`src/byte_alu_pkg.sv`:
```
// Shared constants and types for the byte ALU execution block.
// Assumes a 32-bit APB register bus and one core clock domain.
package byte_alu_pkg;

	// Register byte offsets
	localparam logic [11:0] CMD_OFS = 12'h000;
	localparam logic [11:0] ACC_OFS = 12'h004;
	localparam logic [11:0] STATUS_OFS = 12'h008;
	localparam logic [11:0] DIR_A_OFS = 12'h00C;
	localparam logic [11:0] DIR_B_OFS = 12'h010;
	localparam logic [11:0] DIR_C_OFS = 12'h014;
	localparam logic [11:0] FILE_BASE_OFS = 12'h200;

	// Status register bit positions
	localparam int STAT_C_BIT = 0;
	localparam int STAT_DC_BIT = 1;
	localparam int STAT_Z_BIT = 2;
	localparam int STAT_POWERDOWN_N_BIT = 3;
	localparam int STAT_TIMEOUT_N_BIT = 4;
	localparam int STAT_SLEEP_BIT = 5;

	// Values after reset
	localparam logic [7:0] ACC_RST = 8'h00;
	localparam logic [7:0] DIR_RST = 8'hFF;

	// Direction register selectors of the load-direction operand
	localparam logic [6:0] DIR_SEL_A = 7'h05;
	localparam logic [6:0] DIR_SEL_B = 7'h06;
	localparam logic [6:0] DIR_SEL_C = 7'h07;

	// Instruction codes held in the command register
	typedef enum logic [3:0] {
		no_op = 4'h0,
		rotate_right_carry_op = 4'h1,
		literal_minus_acc_op = 4'h2,
		file_minus_acc_op = 4'h3,
		file_minus_acc_borrow_op = 4'h4,
		nibble_exchange_op = 4'h5,
		xor_immediate_op = 4'h6,
		xor_file_op = 4'h7,
		load_direction_op = 4'h8,
		halt_op = 4'h9
	} op_code_t;

	// Command word layout, low 20 bits of the write data
	typedef struct packed {
		logic [7:0] lit;
		logic dest;
		logic [6:0] faddr;
		op_code_t op;
	} cmd_t;

	// ALU answer with per-flag write enables
	typedef struct packed {
		logic [7:0] result;
		logic c;
		logic dc;
		logic z;
		logic wr_c;
		logic wr_dc;
		logic wr_z;
		logic wr_acc;
		logic wr_file;
	} alu_res_t;

endpackage : byte_alu_pkg

```
`src/byte_alu_subset_exec.sv`:
```
// APB-attached execution block for a subset of byte instructions.
// Assumes an APB master on pclk and an asynchronous wake request pin.
`timescale 1ns/1ns

// Summary of operation
// - Rotate right through carry; old carry into bit 7, bit 0 into carry.
// - Destination bit 0 writes accumulator, 1 writes the addressed file register.
// - Literal minus accumulator into accumulator, updating carry, digit carry, zero.
// - File minus accumulator; carry and digit carry are not-borrow of byte and nibble.
// - File minus accumulator minus inverted carry to destination; flags updated.
// - Halt clears power-down status and sets time-out status, both active low.
// - Halt clears the watchdog counter and its prescaler.
// - Halt enters sleep with the main oscillator stopped.
// - Nibble exchange of file register to destination, flags untouched.
// - Accumulator XOR literal into accumulator, only zero flag changes.
// - Accumulator XOR file register to destination, only zero flag changes.
// - Load direction copies accumulator to port A, B or C by operand 5, 6, 7.
module byte_alu_subset_exec
	import byte_alu_pkg::*;
#(
	parameter int FILE_DEPTH = 128
)
(
	input wire logic pclk,
	input wire logic presetn,
	input wire logic psel,
	input wire logic penable,
	input wire logic pwrite,
	input wire logic [11:0] paddr,
	input wire logic [31:0] pwdata,
	output logic [31:0] prdata,
	output logic pready,
	output logic pslverr,
	input wire logic wake_pin,
	output logic [7:0] port_a_direction,
	output logic [7:0] port_b_direction,
	output logic [7:0] port_c_direction,
	output logic osc_enable,
	output logic watchdog_clear
);

	// The file address is 7 bits wide, so the array cannot be larger
	if (FILE_DEPTH < 1 || FILE_DEPTH > 128)
	begin : g_bad_depth
		$error("FILE_DEPTH must lie between 1 and 128");
	end

	typedef enum logic [1:0] {
		st_run = 2'b01,
		st_sleep = 2'b10
	} pwr_state_t;

	////////////////////////////////////////////////////////////////////////////
	// Declarations

	logic [7:0] file_mem [0:FILE_DEPTH-1];
	logic [7:0] acc_r;
	logic carry_r;
	logic digit_carry_flag_r;
	logic zero_r;
	logic timeout_status_n_r;
	logic powerdown_status_n_r;
	cmd_t cmd_r;
	pwr_state_t state_r;
	pwr_state_t state_nxt;
	logic wake_meta_r;
	logic wake_sync_r;
	logic [31:0] prdata_r;
	logic pready_r;
	logic pslverr_r;
	logic [7:0] dir_a_r;
	logic [7:0] dir_b_r;
	logic [7:0] dir_c_r;
	logic osc_en_r;
	logic wd_clear_r;
	logic setup;
	logic wr_fire;
	logic exec_fire;
	logic err_cond;
	logic [31:0] rd_val;
	cmd_t cmd_in;
	logic [7:0] fval;
	alu_res_t alu;

	// True for a word inside the file-register window
	function automatic logic is_file(input logic [11:0] a);
		is_file = (a >= FILE_BASE_OFS) && (a[1:0] == 2'b00) &&
			(a < FILE_BASE_OFS + 12'(FILE_DEPTH * 4));
	endfunction : is_file

	// True for any word that answers without error
	function automatic logic is_mapped(input logic [11:0] a);
		is_mapped = is_file(a) || a == CMD_OFS || a == ACC_OFS || a == STATUS_OFS ||
			a == DIR_A_OFS || a == DIR_B_OFS || a == DIR_C_OFS;
	endfunction : is_mapped

	////////////////////////////////////////////////////////////////////////////
	// Bus decode and instruction operands

	assign setup = psel & ~penable;
	assign wr_fire = psel & penable & pready_r & pwrite & ~pslverr_r;
	// Commands are refused while asleep, since the core clock is nominally off
	assign err_cond = ~is_mapped(paddr) |
		(pwrite & (paddr == CMD_OFS) & (state_r == st_sleep));
	assign exec_fire = wr_fire & (paddr == CMD_OFS);
	assign cmd_in = cmd_t'(pwdata[19:0]);
	assign fval = (32'(cmd_in.faddr) < FILE_DEPTH) ? file_mem[cmd_in.faddr] : 8'h00;

	byte_alu_core byte_alu_core_inst (
		.cmd(cmd_in),
		.fval(fval),
		.acc(acc_r),
		.carry(carry_r),
		.res(alu)
	);

	// Read multiplexer
	always_comb
	begin
		rd_val = 32'h0000_0000;
		if (is_file(paddr))
			rd_val = {24'h000000, file_mem[paddr[8:2]]};
		else
		begin
			case (paddr)
				CMD_OFS: rd_val = {12'h000, cmd_r};
				ACC_OFS: rd_val = {24'h000000, acc_r};
				STATUS_OFS: rd_val = {26'h0000000, state_r == st_sleep, timeout_status_n_r,
					powerdown_status_n_r, zero_r, digit_carry_flag_r, carry_r};
				DIR_A_OFS: rd_val = {24'h000000, dir_a_r};
				DIR_B_OFS: rd_val = {24'h000000, dir_b_r};
				DIR_C_OFS: rd_val = {24'h000000, dir_c_r};
				default: rd_val = 32'h0000_0000;
			endcase
		end
	end

	////////////////////////////////////////////////////////////////////////////
	// APB answer: one registered wait-free access phase

	always_ff @(posedge pclk or negedge presetn)
	begin
		if (!presetn)
		begin
			pready_r <= 1'b0;
			pslverr_r <= 1'b0;
			prdata_r <= 32'h0000_0000;
		end
		else
		begin
			pready_r <= setup;
			pslverr_r <= setup & err_cond;
			prdata_r <= (setup & ~pwrite) ? rd_val : 32'h0000_0000;
		end
	end

	////////////////////////////////////////////////////////////////////////////
	// Accumulator and last command

	always_ff @(posedge pclk or negedge presetn)
	begin
		if (!presetn)
		begin
			acc_r <= ACC_RST;
			cmd_r <= '0;
		end
		else if (exec_fire)
		begin
			cmd_r <= cmd_in;
			if (alu.wr_acc)
				acc_r <= alu.result;
		end
		else if (wr_fire && paddr == ACC_OFS)
			acc_r <= pwdata[7:0];
	end

	// Arithmetic flags; software may also load them through the status word
	always_ff @(posedge pclk or negedge presetn)
	begin
		if (!presetn)
		begin
			carry_r <= 1'b0;
			digit_carry_flag_r <= 1'b0;
			zero_r <= 1'b0;
		end
		else if (exec_fire)
		begin
			if (alu.wr_c)
				carry_r <= alu.c;
			if (alu.wr_dc)
				digit_carry_flag_r <= alu.dc;
			if (alu.wr_z)
				zero_r <= alu.z;
		end
		else if (wr_fire && paddr == STATUS_OFS)
		begin
			carry_r <= pwdata[STAT_C_BIT];
			digit_carry_flag_r <= pwdata[STAT_DC_BIT];
			zero_r <= pwdata[STAT_Z_BIT];
		end
	end

	// Power status bits, active low; only halt and reset touch them here
	always_ff @(posedge pclk or negedge presetn)
	begin
		if (!presetn)
		begin
			timeout_status_n_r <= 1'b1;
			powerdown_status_n_r <= 1'b1;
		end
		else if (exec_fire && cmd_in.op == halt_op)
		begin
			powerdown_status_n_r <= 1'b0;
			timeout_status_n_r <= 1'b1;
		end
	end

	////////////////////////////////////////////////////////////////////////////
	// File registers; no reset so the array maps onto plain memory

	always_ff @(posedge pclk)
	begin
		if (exec_fire && alu.wr_file && 32'(cmd_in.faddr) < FILE_DEPTH)
			file_mem[cmd_in.faddr] <= alu.result;
		else if (wr_fire && is_file(paddr))
			file_mem[paddr[8:2]] <= pwdata[7:0];
	end

	// Port direction registers
	always_ff @(posedge pclk or negedge presetn)
	begin
		if (!presetn)
		begin
			dir_a_r <= DIR_RST;
			dir_b_r <= DIR_RST;
			dir_c_r <= DIR_RST;
		end
		else if (exec_fire && cmd_in.op == load_direction_op)
		begin
			if (cmd_in.faddr == DIR_SEL_A)
				dir_a_r <= acc_r;
			if (cmd_in.faddr == DIR_SEL_B)
				dir_b_r <= acc_r;
			if (cmd_in.faddr == DIR_SEL_C)
				dir_c_r <= acc_r;
		end
	end

	////////////////////////////////////////////////////////////////////////////
	// Sleep control and wake synchroniser

	always_ff @(posedge pclk or negedge presetn)
	begin
		if (!presetn)
		begin
			wake_meta_r <= 1'b0;
			wake_sync_r <= 1'b0;
		end
		else
		begin
			wake_meta_r <= wake_pin;
			wake_sync_r <= wake_meta_r;
		end
	end

	// Halt wins over a simultaneous wake; wake is only seen while asleep
	always_comb
	begin
		state_nxt = state_r;
		case (state_r)
			st_run:
				if (exec_fire && cmd_in.op == halt_op)
					state_nxt = st_sleep;
			st_sleep:
				if (wake_sync_r)
					state_nxt = st_run;
			default:
				state_nxt = st_run;
		endcase
	end

	always_ff @(posedge pclk or negedge presetn)
	begin
		if (!presetn)
		begin
			state_r <= st_run;
			osc_en_r <= 1'b1;
		end
		else
		begin
			state_r <= state_nxt;
			osc_en_r <= (state_nxt == st_run);
		end
	end

	// One-cycle clear of the external watchdog counter and prescaler
	always_ff @(posedge pclk or negedge presetn)
	begin
		if (!presetn)
			wd_clear_r <= 1'b0;
		else
			wd_clear_r <= exec_fire && cmd_in.op == halt_op;
	end

	assign prdata = prdata_r;
	assign pready = pready_r;
	assign pslverr = pslverr_r;
	assign port_a_direction = dir_a_r;
	assign port_b_direction = dir_b_r;
	assign port_c_direction = dir_c_r;
	assign osc_enable = osc_en_r;
	assign watchdog_clear = wd_clear_r;

	////////////////////////////////////////////////////////////////////////////
	// Checks: operands captured at execution, compared one cycle later

	logic ex_r;
	cmd_t ex_cmd_r;
	logic [7:0] ex_f_r;
	logic [7:0] ex_acc_r;
	logic ex_c_r;
	logic ex_dc_r;

	always_ff @(posedge pclk or negedge presetn)
	begin
		if (!presetn)
		begin
			ex_r <= 1'b0;
			ex_cmd_r <= '0;
			ex_f_r <= 8'h00;
			ex_acc_r <= 8'h00;
			ex_c_r <= 1'b0;
			ex_dc_r <= 1'b0;
		end
		else
		begin
			ex_r <= exec_fire;
			ex_cmd_r <= cmd_in;
			ex_f_r <= fval;
			ex_acc_r <= acc_r;
			ex_c_r <= carry_r;
			ex_dc_r <= digit_carry_flag_r;
		end
	end

	property p_rotate;
		@(posedge pclk) disable iff (!presetn)
		ex_r && ex_cmd_r.op == rotate_right_carry_op && !ex_cmd_r.dest
		|-> carry_r == ex_f_r[0] && acc_r == {ex_c_r, ex_f_r[7:1]};
	endproperty
	a_rotate: assert property (p_rotate) else $error("rotate result wrong");

	property p_dest;
		@(posedge pclk) disable iff (!presetn)
		ex_r && ex_cmd_r.op == xor_file_op && ex_cmd_r.dest && 32'(ex_cmd_r.faddr) < FILE_DEPTH
		|-> acc_r == ex_acc_r && file_mem[ex_cmd_r.faddr] == (ex_acc_r ^ ex_f_r);
	endproperty
	a_dest: assert property (p_dest) else $error("file destination wrong");

	property p_sub_lit;
		@(posedge pclk) disable iff (!presetn)
		ex_r && ex_cmd_r.op == literal_minus_acc_op
		|-> acc_r == 8'(ex_cmd_r.lit - ex_acc_r) && carry_r == (ex_acc_r <= ex_cmd_r.lit);
	endproperty
	a_sub_lit: assert property (p_sub_lit) else $error("literal subtract wrong");

	property p_sub_file;
		@(posedge pclk) disable iff (!presetn)
		ex_r && ex_cmd_r.op == file_minus_acc_op
		|-> carry_r == (ex_acc_r <= ex_f_r) &&
			digit_carry_flag_r == (ex_acc_r[3:0] <= ex_f_r[3:0]);
	endproperty
	a_sub_file: assert property (p_sub_file) else $error("file subtract flags wrong");

	property p_sub_borrow;
		@(posedge pclk) disable iff (!presetn)
		ex_r && ex_cmd_r.op == file_minus_acc_borrow_op && !ex_cmd_r.dest
		|-> acc_r == 8'(ex_f_r - ex_acc_r - {7'h00, ~ex_c_r});
	endproperty
	a_sub_borrow: assert property (p_sub_borrow) else $error("borrow subtract wrong");

	property p_halt;
		@(posedge pclk) disable iff (!presetn)
		exec_fire && cmd_in.op == halt_op
		|=> !powerdown_status_n_r && timeout_status_n_r && wd_clear_r ##1 !wd_clear_r;
	endproperty
	a_halt: assert property (p_halt) else $error("halt status or watchdog clear wrong");

	property p_sleep;
		@(posedge pclk) disable iff (!presetn)
		exec_fire && cmd_in.op == halt_op |=> !osc_en_r && state_r == st_sleep;
	endproperty
	a_sleep: assert property (p_sleep) else $error("sleep not entered");

	property p_swap;
		@(posedge pclk) disable iff (!presetn)
		ex_r && ex_cmd_r.op == nibble_exchange_op && !ex_cmd_r.dest
		|-> acc_r == {ex_f_r[3:0], ex_f_r[7:4]} && carry_r == ex_c_r &&
			digit_carry_flag_r == ex_dc_r;
	endproperty
	a_swap: assert property (p_swap) else $error("swap wrong");

	property p_xor_lit;
		@(posedge pclk) disable iff (!presetn)
		ex_r && ex_cmd_r.op == xor_immediate_op
		|-> acc_r == (ex_acc_r ^ ex_cmd_r.lit) && zero_r == (acc_r == 8'h00) &&
			carry_r == ex_c_r;
	endproperty
	a_xor_lit: assert property (p_xor_lit) else $error("xor literal wrong");

	property p_dir;
		@(posedge pclk) disable iff (!presetn)
		ex_r && ex_cmd_r.op == load_direction_op && ex_cmd_r.faddr == DIR_SEL_B
		|-> dir_b_r == ex_acc_r && $stable(dir_a_r);
	endproperty
	a_dir: assert property (p_dir) else $error("direction load wrong");

	property p_one_cycle;
		@(posedge pclk) disable iff (!presetn)
		setup |=> pready_r ##1 !pready_r;
	endproperty
	a_one_cycle: assert property (p_one_cycle) else $error("access not one cycle");

	property p_cov_halt_wake;
		@(posedge pclk) disable iff (!presetn)
		state_r == st_sleep ##[1:50] state_r == st_run;
	endproperty
	c_halt_wake: cover property (p_cov_halt_wake);

	property p_cov_borrow;
		@(posedge pclk) disable iff (!presetn)
		ex_r && ex_cmd_r.op == file_minus_acc_borrow_op && !ex_c_r;
	endproperty
	c_borrow: cover property (p_cov_borrow);

	property p_cov_err;
		@(posedge pclk) disable iff (!presetn)
		pready_r && pslverr_r;
	endproperty
	c_err: cover property (p_cov_err);

endmodule : byte_alu_subset_exec

```
`src/byte_alu_core.sv`:
```
// Combinational arithmetic and logic for one instruction.
// Assumes operands are stable for the whole cycle in which the result is used.
`timescale 1ns/1ns
module byte_alu_core
	import byte_alu_pkg::*;
(
	input wire cmd_t cmd,
	input wire logic [7:0] fval,
	input wire logic [7:0] acc,
	input wire logic carry,
	output alu_res_t res
);

	logic [7:0] sub_a;
	logic cin;
	logic [8:0] sum9;
	logic [4:0] sum5;

	// Subtraction as a + ~acc + cin; carry out is the inverse of borrow
	assign sub_a = (cmd.op == literal_minus_acc_op) ? cmd.lit : fval;
	assign cin = (cmd.op == file_minus_acc_borrow_op) ? carry : 1'b1;
	assign sum9 = {1'b0, sub_a} + {1'b0, ~acc} + {8'h00, cin};
	assign sum5 = {1'b0, sub_a[3:0]} + {1'b0, ~acc[3:0]} + {4'h0, cin};

	// Per-instruction result and flag selection
	always_comb
	begin
		res = '0;
		case (cmd.op)
			rotate_right_carry_op:
			begin
				res.result = {carry, fval[7:1]};
				res.c = fval[0];
				res.wr_c = 1'b1;
				res.wr_acc = ~cmd.dest;
				res.wr_file = cmd.dest;
			end
			literal_minus_acc_op:
			begin
				res.result = sum9[7:0];
				res.c = sum9[8];
				res.dc = sum5[4];
				res.wr_c = 1'b1;
				res.wr_dc = 1'b1;
				res.wr_z = 1'b1;
				res.wr_acc = 1'b1;
			end
			file_minus_acc_op, file_minus_acc_borrow_op:
			begin
				res.result = sum9[7:0];
				res.c = sum9[8];
				res.dc = sum5[4];
				res.wr_c = 1'b1;
				res.wr_dc = 1'b1;
				res.wr_z = 1'b1;
				res.wr_acc = ~cmd.dest;
				res.wr_file = cmd.dest;
			end
			nibble_exchange_op:
			begin
				res.result = {fval[3:0], fval[7:4]};
				res.wr_acc = ~cmd.dest;
				res.wr_file = cmd.dest;
			end
			xor_immediate_op:
			begin
				res.result = acc ^ cmd.lit;
				res.wr_z = 1'b1;
				res.wr_acc = 1'b1;
			end
			xor_file_op:
			begin
				res.result = acc ^ fval;
				res.wr_z = 1'b1;
				res.wr_acc = ~cmd.dest;
				res.wr_file = cmd.dest;
			end
			default:
			begin
				res = '0;
			end
		endcase
		res.z = (res.result == 8'h00);
	end

endmodule : byte_alu_core

```
`config.mk`:
```
export PLATFORM = sky130hd
export DESIGN_NAME = byte_alu_subset_exec
export DESIGN_NICKNAME = d
export VERILOG_FILES = /design/src/byte_alu_pkg.sv /design/src/byte_alu_subset_exec.sv /design/src/byte_alu_core.sv
export SDC_FILE = /design/constraint.sdc
export NUM_CORES = 2
export LEC_CHECK = 0
export BUFFER_PORTS_ARGS = -buffer_cell sky130_fd_sc_hd__buf_2
export CAP_MARGIN = 10
export CORE_MARGIN = 2
export CORE_UTILIZATION = 35
export DETAILED_ROUTE_END_ITERATION = 6
export SLEW_MARGIN = 20
export SYNTH_ARGS = -nofsm -noshare
export SYNTH_HDL_FRONTEND = slang
export SYNTH_HIERARCHICAL = 1
export SYNTH_SLANG_ARGS = --single-unit
export TNS_END_PERCENT = 50
```
`constraint.sdc`:
```
create_clock -name pclk -period 6.82 [get_ports pclk]
set_clock_uncertainty 0.1 [all_clocks]
set_input_delay 0.682 -clock pclk [delete_from_list [all_inputs] [get_ports pclk]]
set_output_delay 0.682 -clock pclk [all_outputs]
set_load 0.03 [all_outputs]
```
== Yosys cells after proc, flatten, opt, wreduce, memory -nomap -nowiden ==
Memories as Yosys holds them, arrays and structs flattened.
Index checks and enable logic that the tools add are counted.
Storage, ports and cells
  register bits after elaboration: 96
  RAM bits: 1024
  bits of input ports: 50
  output and inout bits: 60
  word-level logic and storage cells: 139
  memories kept: 1
Cells by class
  add/subtract/negate cells: 4
  $lt $le $gt $ge: 2
  eq/ne operators: 24
  multiplexer cells: 36
  bitwise logic cells: 20
  reduce and logical (&&, ||, !) cells: 32
Memory list
  file_mem: depth 128, width 8, rd ports 2, clocked after memory_dff 0, wr ports 1, line byte_alu_subset_exec.sv:56  | logic [7:0] file_mem [0:FILE_DEPTH-1];
Operators with widths (count)
  20-bit case mux with 6 select lines: 1
  32-bit 2-to-1 mux: 2
  8-bit 2-to-1 mux: 5
  8-bit case mux with 5 select lines: 1
  12-bit by 4-bit == test with 1-bit output (second input constant): 2
  12-bit by 5-bit == test with 1-bit output (second input constant): 2
  7-bit by 3-bit == test with 1-bit output (second input constant): 3
  1-bit 2-to-1 mux: 21
  4-bit by 3-bit == test with 1-bit output (second input constant): 4
  8-bit XOR: 2
  2-bit AND reduction: 7
  12-bit by 3-bit == test with 1-bit output (second input constant): 1
  12-bit by 10-bit >= comparator with 1-bit output (second input constant): 1
  12-bit zero test: 1
  12-bit by 11-bit less-than comparator with 1-bit output (second input constant): 1
  1-bit AND: 10
  5-bit OR reduction: 2
  8-bit by 8-bit adder with 9-bit output: 1
  9-bit by 1-bit adder with 9-bit output: 1
  4-bit by 2-bit == test with 1-bit output (second input constant): 2
  4-bit == test (second input constant): 2
  1-bit logical AND: 8
  8-bit zero test: 1
  2-bit by 1-bit != test with 1-bit output (second input constant): 4
  other kinds (20): 33

== Logic depth before layout (Yosys ltp) ==
  depth in word-level cells: 12
  mapped depth: 19
  mapped depth without buffers: 16

== Hierarchy ==
The synthesis kept the hierarchy.
By module, submodules not included
  byte_alu_subset_exec: instances 1, cells each 2749, area each 52152.5 um^2, seq. area each 32885.3 um^2
  byte_alu_core: instances 1, cells each 128, area each 1051.0 um^2, seq. area each 0.0 um^2

== Worst setup path before layout ==
Ideal clock, no wire load.
  path kind: in2reg
  start: input pwdata[4]
  end: memory file_mem[0][7] (data pin)
  library setup time: 1.198 ns
  arrival time: 6.690 ns
  required time: 5.522 ns
  path slack: -1.167 ns
  stages: 17
  cells stage by stage: buf_2 -> buf_6 -> buf_6 -> buf_2 -> mux4_2 -> mux4_2 -> mux2i_1 -> a221oi_1 -> mux2_2 -> fa_1 -> a211oi_1 -> nor2_1 -> o22ai_1 -> xor2_1 -> o221ai_1 -> nand2_1 -> o21ai_0
RTL lines
  start: declaration: line byte_alu_subset_exec.sv:30  | input wire logic [31:0] pwdata,
  end: declaration: line byte_alu_subset_exec.sv:56

==> results.yml <==
grt:
  gr-total-overflow: 0
  grt_pass1_vias: 30511
  grt_pass1_wl_mm: 231.4
  grt_usage_pct: 20.74
  antenna_found_initial: 10
  grt_max_degree: 97
logic_synthesis:
  synth_edf_count: 1024
  ys_types: 81
  synthesis.instances: 2877
  synth_ff_type: "edfxtp_1"
  synth-xor-area-share_pct: 0.2634
  synth_most_common_cell: "edfxtp_1"
  yosysSeqAreaShare_pct: 61.81
  synth_top_area_share_pct: 57.80
  yosysTopAreaCell: "edfxtp_1"
  synth-adder-area-share_pct: 0.2869
  synth_area_sq_um: 53200
  synth-compound-area-share_pct: 3.299
  synth_mux_area_share_pct: 27.45
  synthTopCellsByArea: "edfxtp_1 58%, mux4_2 24%, dfrtp_1 2.7%, mux2i_1 2.2%, dfstp_2 1.3%"
  yosysWarnings: 6
  synth.avg_cell_area_sq_um: 18.49
  synth_common_cells: "1,024 x edfxtp_1, 564 x mux4_2, 176 x nor2_1"
  synth.ff_latch_count: 1108
  async_flop_share_pct: 7.581
  synth_top_family_by_area: "multiplexers"
  synthSimpleGateAreaFrac_pct: 4.362
critical_path:
  worst-path-buf-inv: 4
  crit_slowest_cell: "mux4_2"
  startpoint_type: "input port"
  endpoint_kind: "flop"
  crit_type: "input port to flop"
  cp.required_ns: 7.18
  crit_chain: "buf_8 > buf_12 > buf_4 > mux4_2 > mux4_2 > mux2i_1 > a32o_1 > a221oi_1 > mux2_2 > ha_1 > or4_1 > o22ai_1 > xor2_1 > o221ai_1 > nand2_1 > o21ai_4 > buf_12"
  cp_top_family: "multiplexers"
  cp_max_fo: 96
  cp.arrival_ns: 6.21
  max_stage_delay_ns: 0.56
cells_and_area:
  fin_util_pct: 39.98
  fillers: 13598
  multi_input_area_sq_um: 19120
  area_delta_synth_final_pct: 13.76
  drive_gt1_share_pct: 35.24
  seq_area_sq_um: 32890
  finalNetCount: 3087
  final-instance-count-excl-fill: 5156
clocking:
  ctsHtreeMaxLevel: 3
  clock_latency_ns: 0.77
  cts_root_buffer: "clkbuf_16"
  ctsResizeCount: 0
  cts_tree: "done"
  cts.sinks: 1108
  cts_buffers: 116
  clk_pin_slew_ns: 0.06
  cts_buffer_depth: 3
floorplan:
  num_rows: 143
  die_h_um: 393.9
  dieWidth_um: 393.9
  die_area_sq_um: 155100
  core-area_sq_um: 151400
  ios: 110
  initial_core_util_pct: 35.15
timing:
  worst_pin_slew_ns: 1.217
  layout_min_cycle_time_ns: 5.845
  slew_headroom_pct: 18.58
  period_share_pct: 85.71
  setup_viol: 0
  hold_viol: 0
  hold_slack_ns: 0.1154
  drv_slew: 0
  max_freq_ghz: 0.1711
  setup_tns_ns: 0
  rsz0062_at_grt: "no"
drt:
  routed_via_density: 5.965
  wl_per_cell_um: 31.51
  drtPass1Iterations: 6
  drt_iter0_drc: 3746
  vias: 30753
  drcViolationCount: 0
  drtAntennaViolNets: 0
  drt-total-wl_mm: 162.5
placed_design:
  placed_cells: 4935
  dp_hpwl_mm: 108.8
  portBuffers: 85
  gp_congestion: 0.9290
outcome:
  status: "finished clean"
pwr:
  power_density_nw_per_um2: 259.9
  p_leak_nw: 19.67
  ir_drop_mv: 0.1961
run:
  max_cap_violations: 0
hold_path:
  hp-class: "input port to flop"
## cell families (layout without fill, tap and decap cells)
family	count (synthesis)	count (layout)
other	1	14
xor gates and xnor gates	16	16
buffers and inverters	248	484
DFF	1108	1108
AOI/OAI and AO/OA	251	251
adders and majority gates	11	11
and+or+nand+nor	496	496
muxes	746	746
## report_power, final
| part | leakage [nW] | switching [W] | internal [W] | total, W |
|---|---|---|---|---|
| clock | 1.91 | 0.00272 | 0.00380 | 0.00652 |
| sequential | 10.4 | 0.00000473 | 0.00761 | 0.00762 |
| combinational | 7.35 | 0.00101 | 0.000579 | 0.00159 |
## metrics by stage
| stage | cell area (sq um) | total power (W) | worst slack, ns |
|---|---|---|---|
| 6_report | 60520 | 0.01573 | 0.9749 |
| 5_1_grt | 60520 | 0.01614 | 0.8274 |
| 4_1_cts | 60490 | 0.01580 | 1.041 |
| 3_5_place_dp | 56590 | 0.009337 | 0.2599 |
| 3_3_place_gp | 56580 | 0.009321 | 0.2984 |
| 2_1_floorplan | 53250 | 0.008740 | 0.0003069 |
## layer usage
metal	share of wire [%]	GRT usage [%]	vias up
li1	-	-	12399
met1	40	28.64	16454
met2	47	32.48	1603
met3	9.3	4.729	283
met4	3.4	6.924	14
met5	0.057	0	-
## area by class of cell
type                       count  share of cell area [%]
inverter                      25                  0.1675
clock inverter                64                   1.143
sequential                  1108                   54.34
timing repair buffer         243                   3.299
tap                         2030                   4.197
multi-input combinational   1532                   31.58
antenna                        2                0.008269
clock buffer                 152                   5.265
## flip-flops by register name, summed over array words and instances, names as in the netlist
register,flops
acc_r,8
carry_r,1
cmd_r,20
digit_carry_flag_r,1
file_mem,1024
osc_enable,1
port_a_direction,8
port_b_direction,8
port_c_direction,8
powerdown_status_n_r,1
prdata,20
pready,1
pslverr,1
state_r,2
wake_meta_r,1
wake_sync_r,1
watchdog_clear,1
zero_r,1
## worst paths after layout
kind / from / endpoint / slack [ns] / depth (start not counted)
setup / recovery: pwdata[4] / file_mem[44][7] / 0.97 / 17
hold / removal: pwdata[18] / cmd_r[18] / 0.12 / 2
setup reg to reg: file_mem[3][0] / zero_r / 1.19 / 15
hold reg to reg: wake_meta_r / wake_sync_r / 0.29 / 0
max in group asynchronous: presetn / prdata[2] / 5.17 / 3
min in group asynchronous: presetn / prdata[16] / 0.22 / 2
## what timing repair did
action,in CTS,in global routing
buffers inserted,0,0
endpoints found under the hold margin,15,0
hold buffers,2,0
## placed cells by master, fill, tap and decap left out, drive strengths merged, types with 13 or more instances in the layout
| cell type | count |
|---|---|
| bufinv | 14 |
| dfstp | 27 |
| inv | 28 |
| o22ai | 21 |
| dfrtp | 57 |
| nand3 | 41 |
| mux2i | 119 |
| clkbuf | 152 |
| a221oi | 16 |
| nand2b | 24 |
| a22oi | 32 |
| nor2 | 177 |
| and2 | 24 |
| nor2b | 13 |
| clkinv | 47 |
| buf | 241 |
| o21ai | 23 |
| edfxtp | 1024 |
| nand2 | 156 |
| a21oi | 43 |
| mux4 | 564 |
| a31oi | 31 |
| mux2 | 63 |
Power figures use the tool's default switching activity.
